### config.mk
export PLATFORM = sky130hd
export DESIGN_NAME = hwmon_irq_core
export DESIGN_NICKNAME = d
export VERILOG_FILES = /design/src/shared/hwmon_pkg.sv /design/src/core/limit_window.sv /design/src/core/hwmon_irq_core.sv
export SDC_FILE = /design/constraint.sdc
export NUM_CORES = 1
export LEC_CHECK = 0
export ABC_CLOCK_PERIOD_IN_PS = 8200
export BUFFER_PORTS_ARGS = -buffer_cell sky130_fd_sc_hd__clkbuf_2
export CAP_MARGIN = 40
export CORE_MARGIN = 4
export CORE_UTILIZATION = 60
export CTS_BUF_LIST = sky130_fd_sc_hd__clkbuf_8
export CTS_CLUSTER_DIAMETER = 30
export DETAILED_ROUTE_END_ITERATION = 6
export PLACE_DENSITY = 0.87
export RECOVER_POWER = 25
export SETUP_SLACK_MARGIN = 0.15
export SLEW_MARGIN = 10
export SYNTH_ARGS = -nofsm -noshare
export SYNTH_HDL_FRONTEND = slang
export SYNTH_HIERARCHICAL = 1
export SYNTH_SLANG_ARGS = --single-unit
### constraint.sdc
create_clock -name clk -period 8.2 [get_ports clk]
set_input_delay 0.41 -clock clk [delete_from_list [all_inputs] [get_ports clk]]
set_output_delay 0.41 -clock clk [all_outputs]
set_load 0.02 [all_outputs]
### src/shared/hwmon_pkg.sv
// constants for the hardware-monitor limit, status and interrupt block
// assumes one device clock; all offsets are byte addresses on the serial bus
package hwmon_pkg;

  // ----------------------------------------------------------------------
  // channel layout
  // ----------------------------------------------------------------------
  localparam int NUM_CH = 8;
  localparam int NUM_TEMP = 3;
  localparam int NUM_FAN = 4;
  localparam int CH_REMOTE1 = 0;
  localparam int CH_REMOTE2 = 2;

  // ----------------------------------------------------------------------
  // register offsets
  // ----------------------------------------------------------------------
  localparam logic [7:0] REG_START_LOCK = 8'h40;
  localparam logic [7:0] REG_STATUS1 = 8'h41;
  localparam logic [7:0] REG_STATUS2 = 8'h42;
  localparam logic [7:0] REG_CPU_VID = 8'h43;
  localparam logic [7:0] REG_SPECIAL = 8'h7C;
  localparam logic [7:0] REG_DIODE_CTRL = 8'h7D;
  localparam logic [7:0] REG_CONFIG = 8'h7F;
  localparam logic [7:0] REG_FAN_TEMP_EN = 8'h80;
  // channel order: remote1, internal, remote2, then five supplies
  localparam logic [7:0] READ_ADDR [NUM_CH] = '{8'h25, 8'h26, 8'h27,
    8'h20, 8'h21, 8'h22, 8'h23, 8'h24};
  localparam logic [7:0] LO_ADDR [NUM_CH] = '{8'h4E, 8'h50, 8'h52,
    8'h44, 8'h46, 8'h48, 8'h4A, 8'h4C};
  localparam logic [7:0] HI_ADDR [NUM_CH] = '{8'h4F, 8'h51, 8'h53,
    8'h45, 8'h47, 8'h49, 8'h4B, 8'h4D};

  // ----------------------------------------------------------------------
  // values after reset
  // ----------------------------------------------------------------------
  localparam logic [7:0] LO_RESET [NUM_CH] = '{8'h81, 8'h81, 8'h81,
    8'h00, 8'h00, 8'h00, 8'h00, 8'h00};
  localparam logic [7:0] HI_RESET [NUM_CH] = '{8'h7F, 8'h7F, 8'h7F,
    8'hFF, 8'hFF, 8'hFF, 8'hFF, 8'hFF};
  localparam logic [7:0] SPECIAL_RESET = 8'h00;
  localparam logic [7:0] CONFIG_RESET = 8'h00;
  localparam logic [7:0] FAN_TEMP_EN_RESET = 8'h00;
  localparam logic [1:0] DIODE_CTRL_RESET = 2'h0;
  localparam logic [7:0] CONFIG_WR_MASK = 8'h7F;

  // ----------------------------------------------------------------------
  // field positions
  // ----------------------------------------------------------------------
  localparam int START_BIT = 0;
  localparam int LOCK_BIT = 1;
  localparam int SPECIAL_SHUTDOWN_BIT = 0;
  localparam int SPECIAL_INT_EN_BIT = 2;
  localparam int SPECIAL_VOLT_EN_BIT = 3;
  localparam int CONFIG_INT_PIN_BIT = 1;
  localparam int CONFIG_SOFT_RST_BIT = 7;
  localparam int FTE_FAN_EN_BIT = 0;
  localparam int FTE_TEMP_EN_BIT = 5;
  localparam int ST2_FAN_LSB = 2;
  localparam int ST2_DIODE_LSB = 6;

  // ----------------------------------------------------------------------
  // codes
  // ----------------------------------------------------------------------
  localparam logic [7:0] DIODE_FAULT_CODE = 8'h80;
  localparam logic [7:0] DIODE_OFF_CODE = 8'h00;
  localparam logic [6:0] ARA_ADDR = 7'h0C;

endpackage : hwmon_pkg

### src/core/limit_window.sv
// one monitored channel: reading register, window compare, sticky flag
// assumes load, clr and srst are single-cycle strobes on clk
`timescale 1ns/100ps
`default_nettype none

module limit_window #(
  parameter bit SIGNED_CMP = 1'b0
) (
  input wire logic clk,
  input wire logic rst,
  input wire logic ce,
  input wire logic srst,
  input wire logic run,
  input wire logic load,
  input wire logic [7:0] load_data,
  input wire logic [7:0] low,
  input wire logic [7:0] high,
  input wire logic clr,
  output logic [7:0] reading_q,
  output logic violate,
  output logic flag_q
);

  logic new_violate;

  // ----------------------------------------------------------------------
  // compare: outside the window or equal to either limit
  // ----------------------------------------------------------------------
  function automatic logic outside(input logic [7:0] v, input logic [7:0] lo,
                                   input logic [7:0] hi);
    if (SIGNED_CMP) begin
      return ($signed(v) <= $signed(lo)) || ($signed(v) >= $signed(hi));
    end
    return (v <= lo) || (v >= hi);
  endfunction : outside

  assign violate = outside(reading_q, low, high);
  assign new_violate = outside(load_data, low, high);

  // reading keeps its value over soft reset and low-power modes
  always_ff @(posedge clk) begin
    if (rst) begin
      reading_q <= 8'h00;
    end else if (ce && run && load) begin
      reading_q <= load_data;
    end
  end

  // sticky flag; a new violation wins over a read clear
  always_ff @(posedge clk) begin
    if (rst || (ce && srst)) begin
      flag_q <= 1'b0;
    end else if (ce) begin
      if (run && load && new_violate) begin
        flag_q <= 1'b1;
      end else if (clr && !violate) begin
        flag_q <= 1'b0;
      end
    end
  end

endmodule : limit_window

`default_nettype wire

### src/core/hwmon_irq_core.sv
// serial-bus slave, register file, limit status and interrupt pin logic
// assumes scl/sda/vid from pins; conversion results and fan errors on clk
`timescale 1ns/100ps
`default_nettype none

module hwmon_irq_core
  import hwmon_pkg::*;
#(
  parameter logic [6:0] DEV_ADDR = 7'h2D
) (
  input wire logic clk,
  input wire logic rst,
  input wire logic ce,
  input wire logic smb_scl_i,
  input wire logic smb_sda_i,
  output logic smb_sda_o,
  output logic smb_sda_oe_n,
  output logic int_n_o,
  output logic int_n_oe_n,
  input wire logic [4:0] cpu_voltage_code_inputs,
  input wire logic conv_valid,
  input wire logic [2:0] conv_channel,
  input wire logic [7:0] conv_data,
  input wire logic [1:0] diode_fault,
  input wire logic [NUM_FAN-1:0] fan_error,
  output logic monitor_run,
  output logic bias_enable,
  output logic pwm_full
);

  typedef enum logic [3:0] {
    S_IDLE, S_ADDR, S_ACK_ADDR, S_PTR, S_ACK_PTR, S_WR, S_ACK_WR, S_RD,
    S_ACK_RD
  } smb_state_t;

  smb_state_t st_q;
  logic scl_m_q, scl_s_q, scl_p_q, sda_m_q, sda_s_q, sda_p_q;
  logic scl_rise, scl_fall, start_det, stop_det, bus_evt;
  logic [3:0] bit_q;
  logic [7:0] shift_q, tx_q, ptr_q, rd_byte, tx_byte;
  logic sda_low_q, rw_q, ara_q, addr_hit, ara_hit;
  logic load_tx, wr_stb, srst, clr1, clr2;
  logic start_q, lock_q, ara_mask_q, int_active_q;
  logic [7:0] special_q, config_q, fte_q;
  logic [1:0] diode_dis_q, diode_flag_q, fault_lvl_q;
  logic [NUM_FAN-1:0] fan_flag_q;
  logic [4:0] vid_m_q, vid_s_q, vid_q;
  logic [7:0] lo_q [NUM_CH];
  logic [7:0] hi_q [NUM_CH];
  logic [7:0] reading_w [NUM_CH];
  logic [7:0] load_data [NUM_CH];
  logic [NUM_CH-1:0] load, violate_w, flag_w;
  logic [7:0] status1, status2;
  logic temp_any, volt_any, fan_any, irq_src;

  // ----------------------------------------------------------------------
  // pin synchronisers
  // ----------------------------------------------------------------------
  // two flops per pin, a third copy for edge detection
  always_ff @(posedge clk) begin
    if (rst) begin
      scl_m_q <= 1'b1;
      scl_s_q <= 1'b1;
      scl_p_q <= 1'b1;
      sda_m_q <= 1'b1;
      sda_s_q <= 1'b1;
      sda_p_q <= 1'b1;
    end else if (ce) begin
      scl_m_q <= smb_scl_i;
      scl_s_q <= scl_m_q;
      scl_p_q <= scl_s_q;
      sda_m_q <= smb_sda_i;
      sda_s_q <= sda_m_q;
      sda_p_q <= sda_s_q;
    end
  end

  // voltage-id pins synchronised then held in their register
  always_ff @(posedge clk) begin
    if (rst) begin
      vid_m_q <= 5'h00;
      vid_s_q <= 5'h00;
      vid_q <= 5'h00;
    end else if (ce) begin
      vid_m_q <= cpu_voltage_code_inputs;
      vid_s_q <= vid_m_q;
      vid_q <= vid_s_q;
    end
  end

  // ----------------------------------------------------------------------
  // serial-bus slave
  // ----------------------------------------------------------------------
  // bus conditions and the strobes handed to the register file
  assign scl_rise = scl_s_q && !scl_p_q;
  assign scl_fall = !scl_s_q && scl_p_q;
  assign start_det = scl_s_q && scl_p_q && sda_p_q && !sda_s_q;
  assign stop_det = scl_s_q && scl_p_q && !sda_p_q && sda_s_q;
  assign bus_evt = scl_fall && !start_det && !stop_det;
  assign addr_hit = (shift_q[7:1] == DEV_ADDR);
  assign ara_hit = (shift_q[7:1] == ARA_ADDR) && shift_q[0] && int_active_q;
  assign load_tx = bus_evt && (((st_q == S_ACK_ADDR) && rw_q) ||
                   (st_q == S_ACK_RD));
  assign wr_stb = bus_evt && (st_q == S_WR) && (bit_q == 4'h8);
  assign tx_byte = ara_q ? {DEV_ADDR, 1'b0} : rd_byte;
  assign clr1 = load_tx && !ara_q && (ptr_q == REG_STATUS1);
  assign clr2 = load_tx && !ara_q && (ptr_q == REG_STATUS2);
  assign smb_sda_o = 1'b0;
  assign smb_sda_oe_n = !sda_low_q;

  // byte framing, acknowledge and data shifting on scl edges
  always_ff @(posedge clk) begin
    if (rst) begin
      st_q <= S_IDLE;
      bit_q <= 4'h0;
      shift_q <= 8'h00;
      tx_q <= 8'h00;
      sda_low_q <= 1'b0;
      rw_q <= 1'b0;
      ara_q <= 1'b0;
    end else if (ce) begin
      if (start_det) begin
        st_q <= S_ADDR;
        bit_q <= 4'h0;
        sda_low_q <= 1'b0;
      end else if (stop_det) begin
        st_q <= S_IDLE;
        sda_low_q <= 1'b0;
      end else if (scl_rise) begin
        if (st_q inside {S_ADDR, S_PTR, S_WR}) begin
          shift_q <= {shift_q[6:0], sda_s_q};
          bit_q <= bit_q + 4'h1;
        end else if ((st_q == S_ACK_RD) && sda_s_q) begin
          st_q <= S_IDLE; // host ends the read with a nack
        end
      end else if (scl_fall) begin
        unique case (st_q)
          S_IDLE: begin
          end
          S_ADDR: begin
            if (bit_q == 4'h8) begin
              if (addr_hit || ara_hit) begin
                sda_low_q <= 1'b1;
                rw_q <= shift_q[0];
                ara_q <= ara_hit;
                st_q <= S_ACK_ADDR;
              end else begin
                st_q <= S_IDLE;
              end
            end
          end
          S_PTR, S_WR: begin
            if (bit_q == 4'h8) begin
              sda_low_q <= 1'b1;
              st_q <= (st_q == S_PTR) ? S_ACK_PTR : S_ACK_WR;
            end
          end
          S_ACK_PTR, S_ACK_WR: begin
            sda_low_q <= 1'b0;
            bit_q <= 4'h0;
            st_q <= S_WR;
          end
          S_ACK_ADDR, S_ACK_RD: begin
            if (load_tx) begin
              tx_q <= tx_byte;
              sda_low_q <= !tx_byte[7];
              bit_q <= 4'h1;
              st_q <= S_RD;
            end else begin
              sda_low_q <= 1'b0;
              bit_q <= 4'h0;
              st_q <= S_PTR;
            end
          end
          S_RD: begin
            if (bit_q == 4'h8) begin
              sda_low_q <= 1'b0;
              st_q <= S_ACK_RD;
            end else begin
              tx_q <= {tx_q[6:0], 1'b0};
              sda_low_q <= !tx_q[6];
              bit_q <= bit_q + 4'h1;
            end
          end
        endcase
      end
    end
  end

  // register pointer: set by the first written byte, then auto-increments
  always_ff @(posedge clk) begin
    if (rst) begin
      ptr_q <= 8'h00;
    end else if (ce) begin
      if (bus_evt && (st_q == S_PTR) && (bit_q == 4'h8)) begin
        ptr_q <= shift_q;
      end else if (wr_stb || (load_tx && !ara_q)) begin
        ptr_q <= ptr_q + 8'h01;
      end
    end
  end

  // ----------------------------------------------------------------------
  // control registers
  // ----------------------------------------------------------------------
  // soft reset is a write of one to the config top bit; it self-clears
  assign srst = wr_stb && (ptr_q == REG_CONFIG) &&
                shift_q[CONFIG_SOFT_RST_BIT];

  // start, lock, special function, config, event enables, diode disables
  always_ff @(posedge clk) begin
    if (rst || (ce && srst)) begin
      start_q <= 1'b0;
      lock_q <= 1'b0;
      special_q <= SPECIAL_RESET;
      config_q <= CONFIG_RESET;
      fte_q <= FAN_TEMP_EN_RESET;
      diode_dis_q <= DIODE_CTRL_RESET;
    end else if (ce && wr_stb) begin
      unique case (ptr_q)
        REG_START_LOCK: begin
          start_q <= shift_q[START_BIT];
          lock_q <= lock_q || shift_q[LOCK_BIT];
        end
        REG_SPECIAL: special_q <= shift_q;
        REG_CONFIG: config_q <= shift_q & CONFIG_WR_MASK;
        REG_FAN_TEMP_EN: fte_q <= shift_q;
        REG_DIODE_CTRL: diode_dis_q <= shift_q[1:0];
        default: begin
        end
      endcase
    end
  end

  // limits stay writable in low power; lock freezes them until reset
  always_ff @(posedge clk) begin
    if (rst || (ce && srst)) begin
      for (int i = 0; i < NUM_CH; i++) begin
        lo_q[i] <= LO_RESET[i];
        hi_q[i] <= HI_RESET[i];
      end
    end else if (ce && wr_stb && !lock_q) begin
      for (int i = 0; i < NUM_CH; i++) begin
        if (ptr_q == LO_ADDR[i]) begin
          lo_q[i] <= shift_q;
        end
        if (ptr_q == HI_ADDR[i]) begin
          hi_q[i] <= shift_q;
        end
      end
    end
  end

  // ----------------------------------------------------------------------
  // readings and status
  // ----------------------------------------------------------------------
  // remote diode faults replace the converted code
  always_comb begin
    for (int i = 0; i < NUM_CH; i++) begin
      load[i] = conv_valid && (conv_channel == 3'(i));
      load_data[i] = conv_data;
    end
    for (int j = 0; j < 2; j++) begin
      if (diode_fault[j]) begin
        load_data[2 * j] = diode_dis_q[j] ? DIODE_OFF_CODE
                                          : DIODE_FAULT_CODE;
      end
    end
  end

  // one window per channel; the three temperatures compare signed
  for (genvar g = 0; g < NUM_CH; g++) begin : g_ch
    limit_window #(
      .SIGNED_CMP(g < NUM_TEMP)
    ) u_win (
      .clk(clk),
      .rst(rst),
      .ce(ce),
      .srst(srst),
      .run(start_q),
      .load(load[g]),
      .load_data(load_data[g]),
      .low(lo_q[g]),
      .high(hi_q[g]),
      .clr(clr1),
      .reading_q(reading_w[g]),
      .violate(violate_w[g]),
      .flag_q(flag_w[g])
    );
  end

  // diode fault flags: level kept from the last remote conversion
  always_ff @(posedge clk) begin
    if (rst || (ce && srst)) begin
      fault_lvl_q <= 2'h0;
      diode_flag_q <= 2'h0;
    end else if (ce) begin
      for (int j = 0; j < 2; j++) begin
        if (start_q && load[2 * j]) begin
          fault_lvl_q[j] <= diode_fault[j] && !diode_dis_q[j];
        end
        if (start_q && load[2 * j] && diode_fault[j] && !diode_dis_q[j]) begin
          diode_flag_q[j] <= 1'b1;
        end else if (clr2 && !fault_lvl_q[j]) begin
          diode_flag_q[j] <= 1'b0;
        end
      end
    end
  end

  // fan error flags; while started, a still-present error survives the read
  always_ff @(posedge clk) begin
    if (rst || (ce && srst)) begin
      fan_flag_q <= '0;
    end else if (ce) begin
      for (int k = 0; k < NUM_FAN; k++) begin
        if (start_q && fan_error[k]) begin
          fan_flag_q[k] <= 1'b1;
        end else if (clr2) begin
          fan_flag_q[k] <= 1'b0;
        end
      end
    end
  end

  // status layout: supplies low, zones 1..3 in the top three bits
  assign status1 = {flag_w[2], flag_w[1], flag_w[0], flag_w[7:3]};
  assign status2 = {diode_flag_q, fan_flag_q, 2'h0};

  // register read mux; unmapped offsets read zero
  always_comb begin
    rd_byte = 8'h00;
    for (int i = 0; i < NUM_CH; i++) begin
      if (ptr_q == READ_ADDR[i]) begin
        rd_byte = reading_w[i];
      end
      if (ptr_q == LO_ADDR[i]) begin
        rd_byte = lo_q[i];
      end
      if (ptr_q == HI_ADDR[i]) begin
        rd_byte = hi_q[i];
      end
    end
    unique case (ptr_q)
      REG_START_LOCK: rd_byte = {6'h00, lock_q, start_q};
      REG_STATUS1: rd_byte = status1;
      REG_STATUS2: rd_byte = status2;
      REG_CPU_VID: rd_byte = {3'h0, vid_q};
      REG_SPECIAL: rd_byte = special_q;
      REG_DIODE_CTRL: rd_byte = {6'h00, diode_dis_q};
      REG_CONFIG: rd_byte = config_q;
      REG_FAN_TEMP_EN: rd_byte = fte_q;
      default: begin
      end
    endcase
  end

  // ----------------------------------------------------------------------
  // interrupt pin
  // ----------------------------------------------------------------------
  // event groups; diode fault flags are deliberately left out
  assign temp_any = |flag_w[NUM_TEMP-1:0];
  assign volt_any = |flag_w[NUM_CH-1:NUM_TEMP];
  assign fan_any = |fan_flag_q;
  assign irq_src = (fte_q[FTE_TEMP_EN_BIT] && temp_any) ||
                   (special_q[SPECIAL_VOLT_EN_BIT] && volt_any) ||
                   (fte_q[FTE_FAN_EN_BIT] && fan_any);

  // alert response masks the pin until the events go or status is read
  always_ff @(posedge clk) begin
    if (rst || (ce && srst)) begin
      ara_mask_q <= 1'b0;
    end else if (ce) begin
      if (load_tx && ara_q) begin
        ara_mask_q <= 1'b1;
      end else if (!irq_src || clr1 || clr2) begin
        ara_mask_q <= 1'b0;
      end
    end
  end

  // pin drives low only when every gate is open
  always_ff @(posedge clk) begin
    if (rst) begin
      int_active_q <= 1'b0;
    end else if (ce) begin
      int_active_q <= config_q[CONFIG_INT_PIN_BIT] &&
                      special_q[SPECIAL_INT_EN_BIT] &&
                      start_q && irq_src && !ara_mask_q;
    end
  end

  assign int_n_o = 1'b0;
  assign int_n_oe_n = !int_active_q;

  // ----------------------------------------------------------------------
  // power mode outputs
  // ----------------------------------------------------------------------
  // stopped monitor: converter off, fans full, bias per shutdown select
  always_ff @(posedge clk) begin
    if (rst) begin
      monitor_run <= 1'b0;
      pwm_full <= 1'b1;
      bias_enable <= 1'b1;
    end else if (ce) begin
      monitor_run <= start_q;
      pwm_full <= !start_q;
      bias_enable <= start_q || !special_q[SPECIAL_SHUTDOWN_BIT];
    end
  end

endmodule : hwmon_irq_core

`default_nettype wire

==> flow_summary.toml <==
[timing]
post-route-period-util = 0.6879
setup_viol = 0
slew_headroom = -0.6627
final-hold-violation-count = 0
timing.final.crit_period_ps = 5641
max_freq_mhz = 177.3
tns_ps = 0
slew_viol_final = 166
clock_skew_ps = 48.56
tightest_slew_ps = 2494
rsz0062_at_grt = "no"

[outcome]
run_status = "finished, violations left"
failed_checks = "max-capacitance violations, max-slew violations"

[clock_tree]
cts.repair_timing.setup_buffer_count = 0
clk_path_buf_depth = 3
cts-resized-gates = 0
htree_levels = 3
worst_setup_hold_path_clk_slew_ps = 60
tritoncts_clock_tree = "done"
cts_hold_buffers = 0
cts.root.buffer_cell = "clkbuf_8"
clkLatencyLatePin_ps = 600
cts_buffers = 68
cts_sinks = 295

[power_and_ir_drop]
power.share.clock = 0.494
peakVddDrop_uv = 134.1
cell_int_power_mw = 2.814
share_comb_of_total_power = 0.085
power_density_mw_per_mm2 = 168.6
total_switching_power_mw = 1.014
share_seq_of_total_power = 0.422
power.switching_fraction = 0.2648
power.static_leakage_nw = 9.376

[route]
firstDrtPassIters = 6
detail_route.wl_per_cell_um = 24.79
ant_nets = 0
detail_route.wirelength_um = 73750
drt-vias-per-instance = 6.865
vias = 20420
drt_drc_violations_left = 0
first_iter_violations = 2970

[grt]
antenna_found_initial = 0
grt_remaining_overflow = 0
grt_first_pass_wirelength_um = 110900
vias_in_the_first_global_route = 19330
largest_net_degree_at_the_start_of_global_routing = 49
global_route_usage_over_all_layers = 0.3742

[die]
start_util = 0.6112
die_outline_area_mm2 = 0.03736
floorplan.die.width_um = 193.3
i_o_pin_total = 35
fp.coreArea_mm2 = 0.03370
placement_rows = 67
die_h_um = 193.3

[placed_design]
post-dp-hpwl_um = 54010
portBuffers = 32
gp_routability_congestion = 1.071

[setup_path]
critPathCaptureType = "flop"
cp.arrival_ps = 6120
regToRegStartpoint = "st_q[0]"
crit_required_ps = 8680
r2r_slack_ps = 3960
regToRegEndpoint = "lo_q[1][30]"
crit_path_start_kind = "input port"
reg2reg_depth = 8
crit_type = "input port to flop"
crit_path_max_fanout = 43

[hold_path]
hold_end = "sda_m_q"
min_path_cells = 3
hold_path.startpoint = "smb_sda_i"
holdCritPathClass = "input port to flop"

[synthesis]
syn-cell-area_mm2 = 0.02060
synthCells = 2437
ys_warn_count = 6
synthesis.area_per_instance_um2 = 8.451

[cells_and_area]
nets = 2764
flow.area_growth_from_synthesis_pct = 10.24
post_route_cells_drive_above_1_share = 0.09102
antenna_cells = 0
postLayoutCoreUtil = 0.6737

[job]
drv_cap = 4
==> how the worst max path moves through the flow <==
stage	from	endpoint	depth (start not counted)	slack [ps]
floorplan	scl_s_q	hi_q[1][0]	9	5410
global placement	ptr_q[3]	lo_q[1][18]	8	4450
detailed placement	ptr_q[3]	lo_q[1][20]	8	4300
CTS	ptr_q[3]	lo_q[0][19]	8	4270
global route	ce	tx_q[3]	8	2490
finish	ce	tx_q[3]	8	2560
==> layout make-up <==
class                   instances  area (um^2)
multi-input cells            1829        12210
fillers                      2694        11000
flip-flops and latches        295         7187
clock buffers                  73         1005
inverters                     203        762.0
well taps                     448        560.5
clock inverters                53        530.5
repair buffers                 74        452.9
==> sequential cells by signal (all words and copies together) (netlist names), 4 cells and up <==
| name | count |
|---|---|
| vid_q | 5 |
| ptr_q | 8 |
| shift_q | 8 |
| lo_q | 64 |
| vid_m_q | 5 |
| special_q | 8 |
| fte_q | 8 |
| g_ch.u_win/reading_q | 64 |
| vid_s_q | 5 |
| hi_q | 64 |
| config_q | 7 |
| st_q | 4 |
| bit_q | 4 |
| fan_flag_q | 4 |
| g_ch.u_win/flag_q | 8 |
| tx_q | 7 |
==> stage by stage <==
step | cell area [um^2] | std cells | hold slack [ps] | total power, mW | setup slack [ps]
4_1_cts | 22700 | 2973 | 18.91 | 3.809 | 4275
3_5_place_dp | 21160 | 2847 | 445.1 | 1.953 | 4305
2_1_floorplan | 20600 | 2438 | 431.3 | 1.822 | 5410
6_report | 22700 | 2975 | 40.77 | 3.828 | 2559
3_3_place_gp | 21100 | 2836 | 437.6 | 1.933 | 4445
5_1_grt | 22700 | 2975 | 42.42 | 3.934 | 2490
==> per-layer routing <==
layer  vias up  wire, um  part of all wire  track usage
met5         -         0                 0            0
met4         0      5344             0.072       0.2177
met3       371     10030              0.14      0.09167
met2      1599     31270              0.42       0.5689
met1      9468     27110              0.37       0.4872
li1       8986         -                 -            -
==> worst max-delay path, cell delays in order <==
cell      delay, ps
clkbuf_1       1610
clkbuf_1       1850
o21ai_0         280
a31oi_1         280
nand3_1         390
nor3_1          660
o211ai_1        280
o32ai_1         330
==> power by group through the flow <==
stage               sequential (mW)  combinational [mW]  clock, mW
floorplan                      1.62               0.206          0
detailed placement             1.64               0.313          0
global route                   1.61               0.358       1.96
global placement               1.64               0.292          0
CTS                            1.61               0.316       1.88
finish                         1.61               0.323       1.89
==> placed cells by master, fill, tap and decap left out, types with 12 or more instances in the layout <==
| cell | count |
|---|---|
| inv_1 | 216 |
| nor2_1 | 178 |
| dfxtp_1 | 167 |
| edfxtp_1 | 128 |
| nor2b_1 | 45 |
| nand2b_1 | 17 |
| nand4_1 | 53 |
| a21o_1 | 19 |
| a22oi_1 | 19 |
| o221ai_1 | 12 |
| a211oi_1 | 17 |
| nor3_1 | 25 |
| o22ai_1 | 34 |
| clkbuf_8 | 73 |
| a2111oi_0 | 12 |
| o31ai_1 | 16 |
| nor3b_1 | 12 |
| clkbuf_2 | 25 |
| a21oi_1 | 237 |
| and3_1 | 33 |
| nand2_1 | 355 |
| a221oi_1 | 15 |
| buf_4 | 28 |
| mux2i_1 | 34 |
| o21ai_0 | 77 |
| ha_1 | 265 |
| or3_1 | 12 |
| o211ai_1 | 28 |
| nand3_1 | 102 |
(Power assumes the default switching activity.)
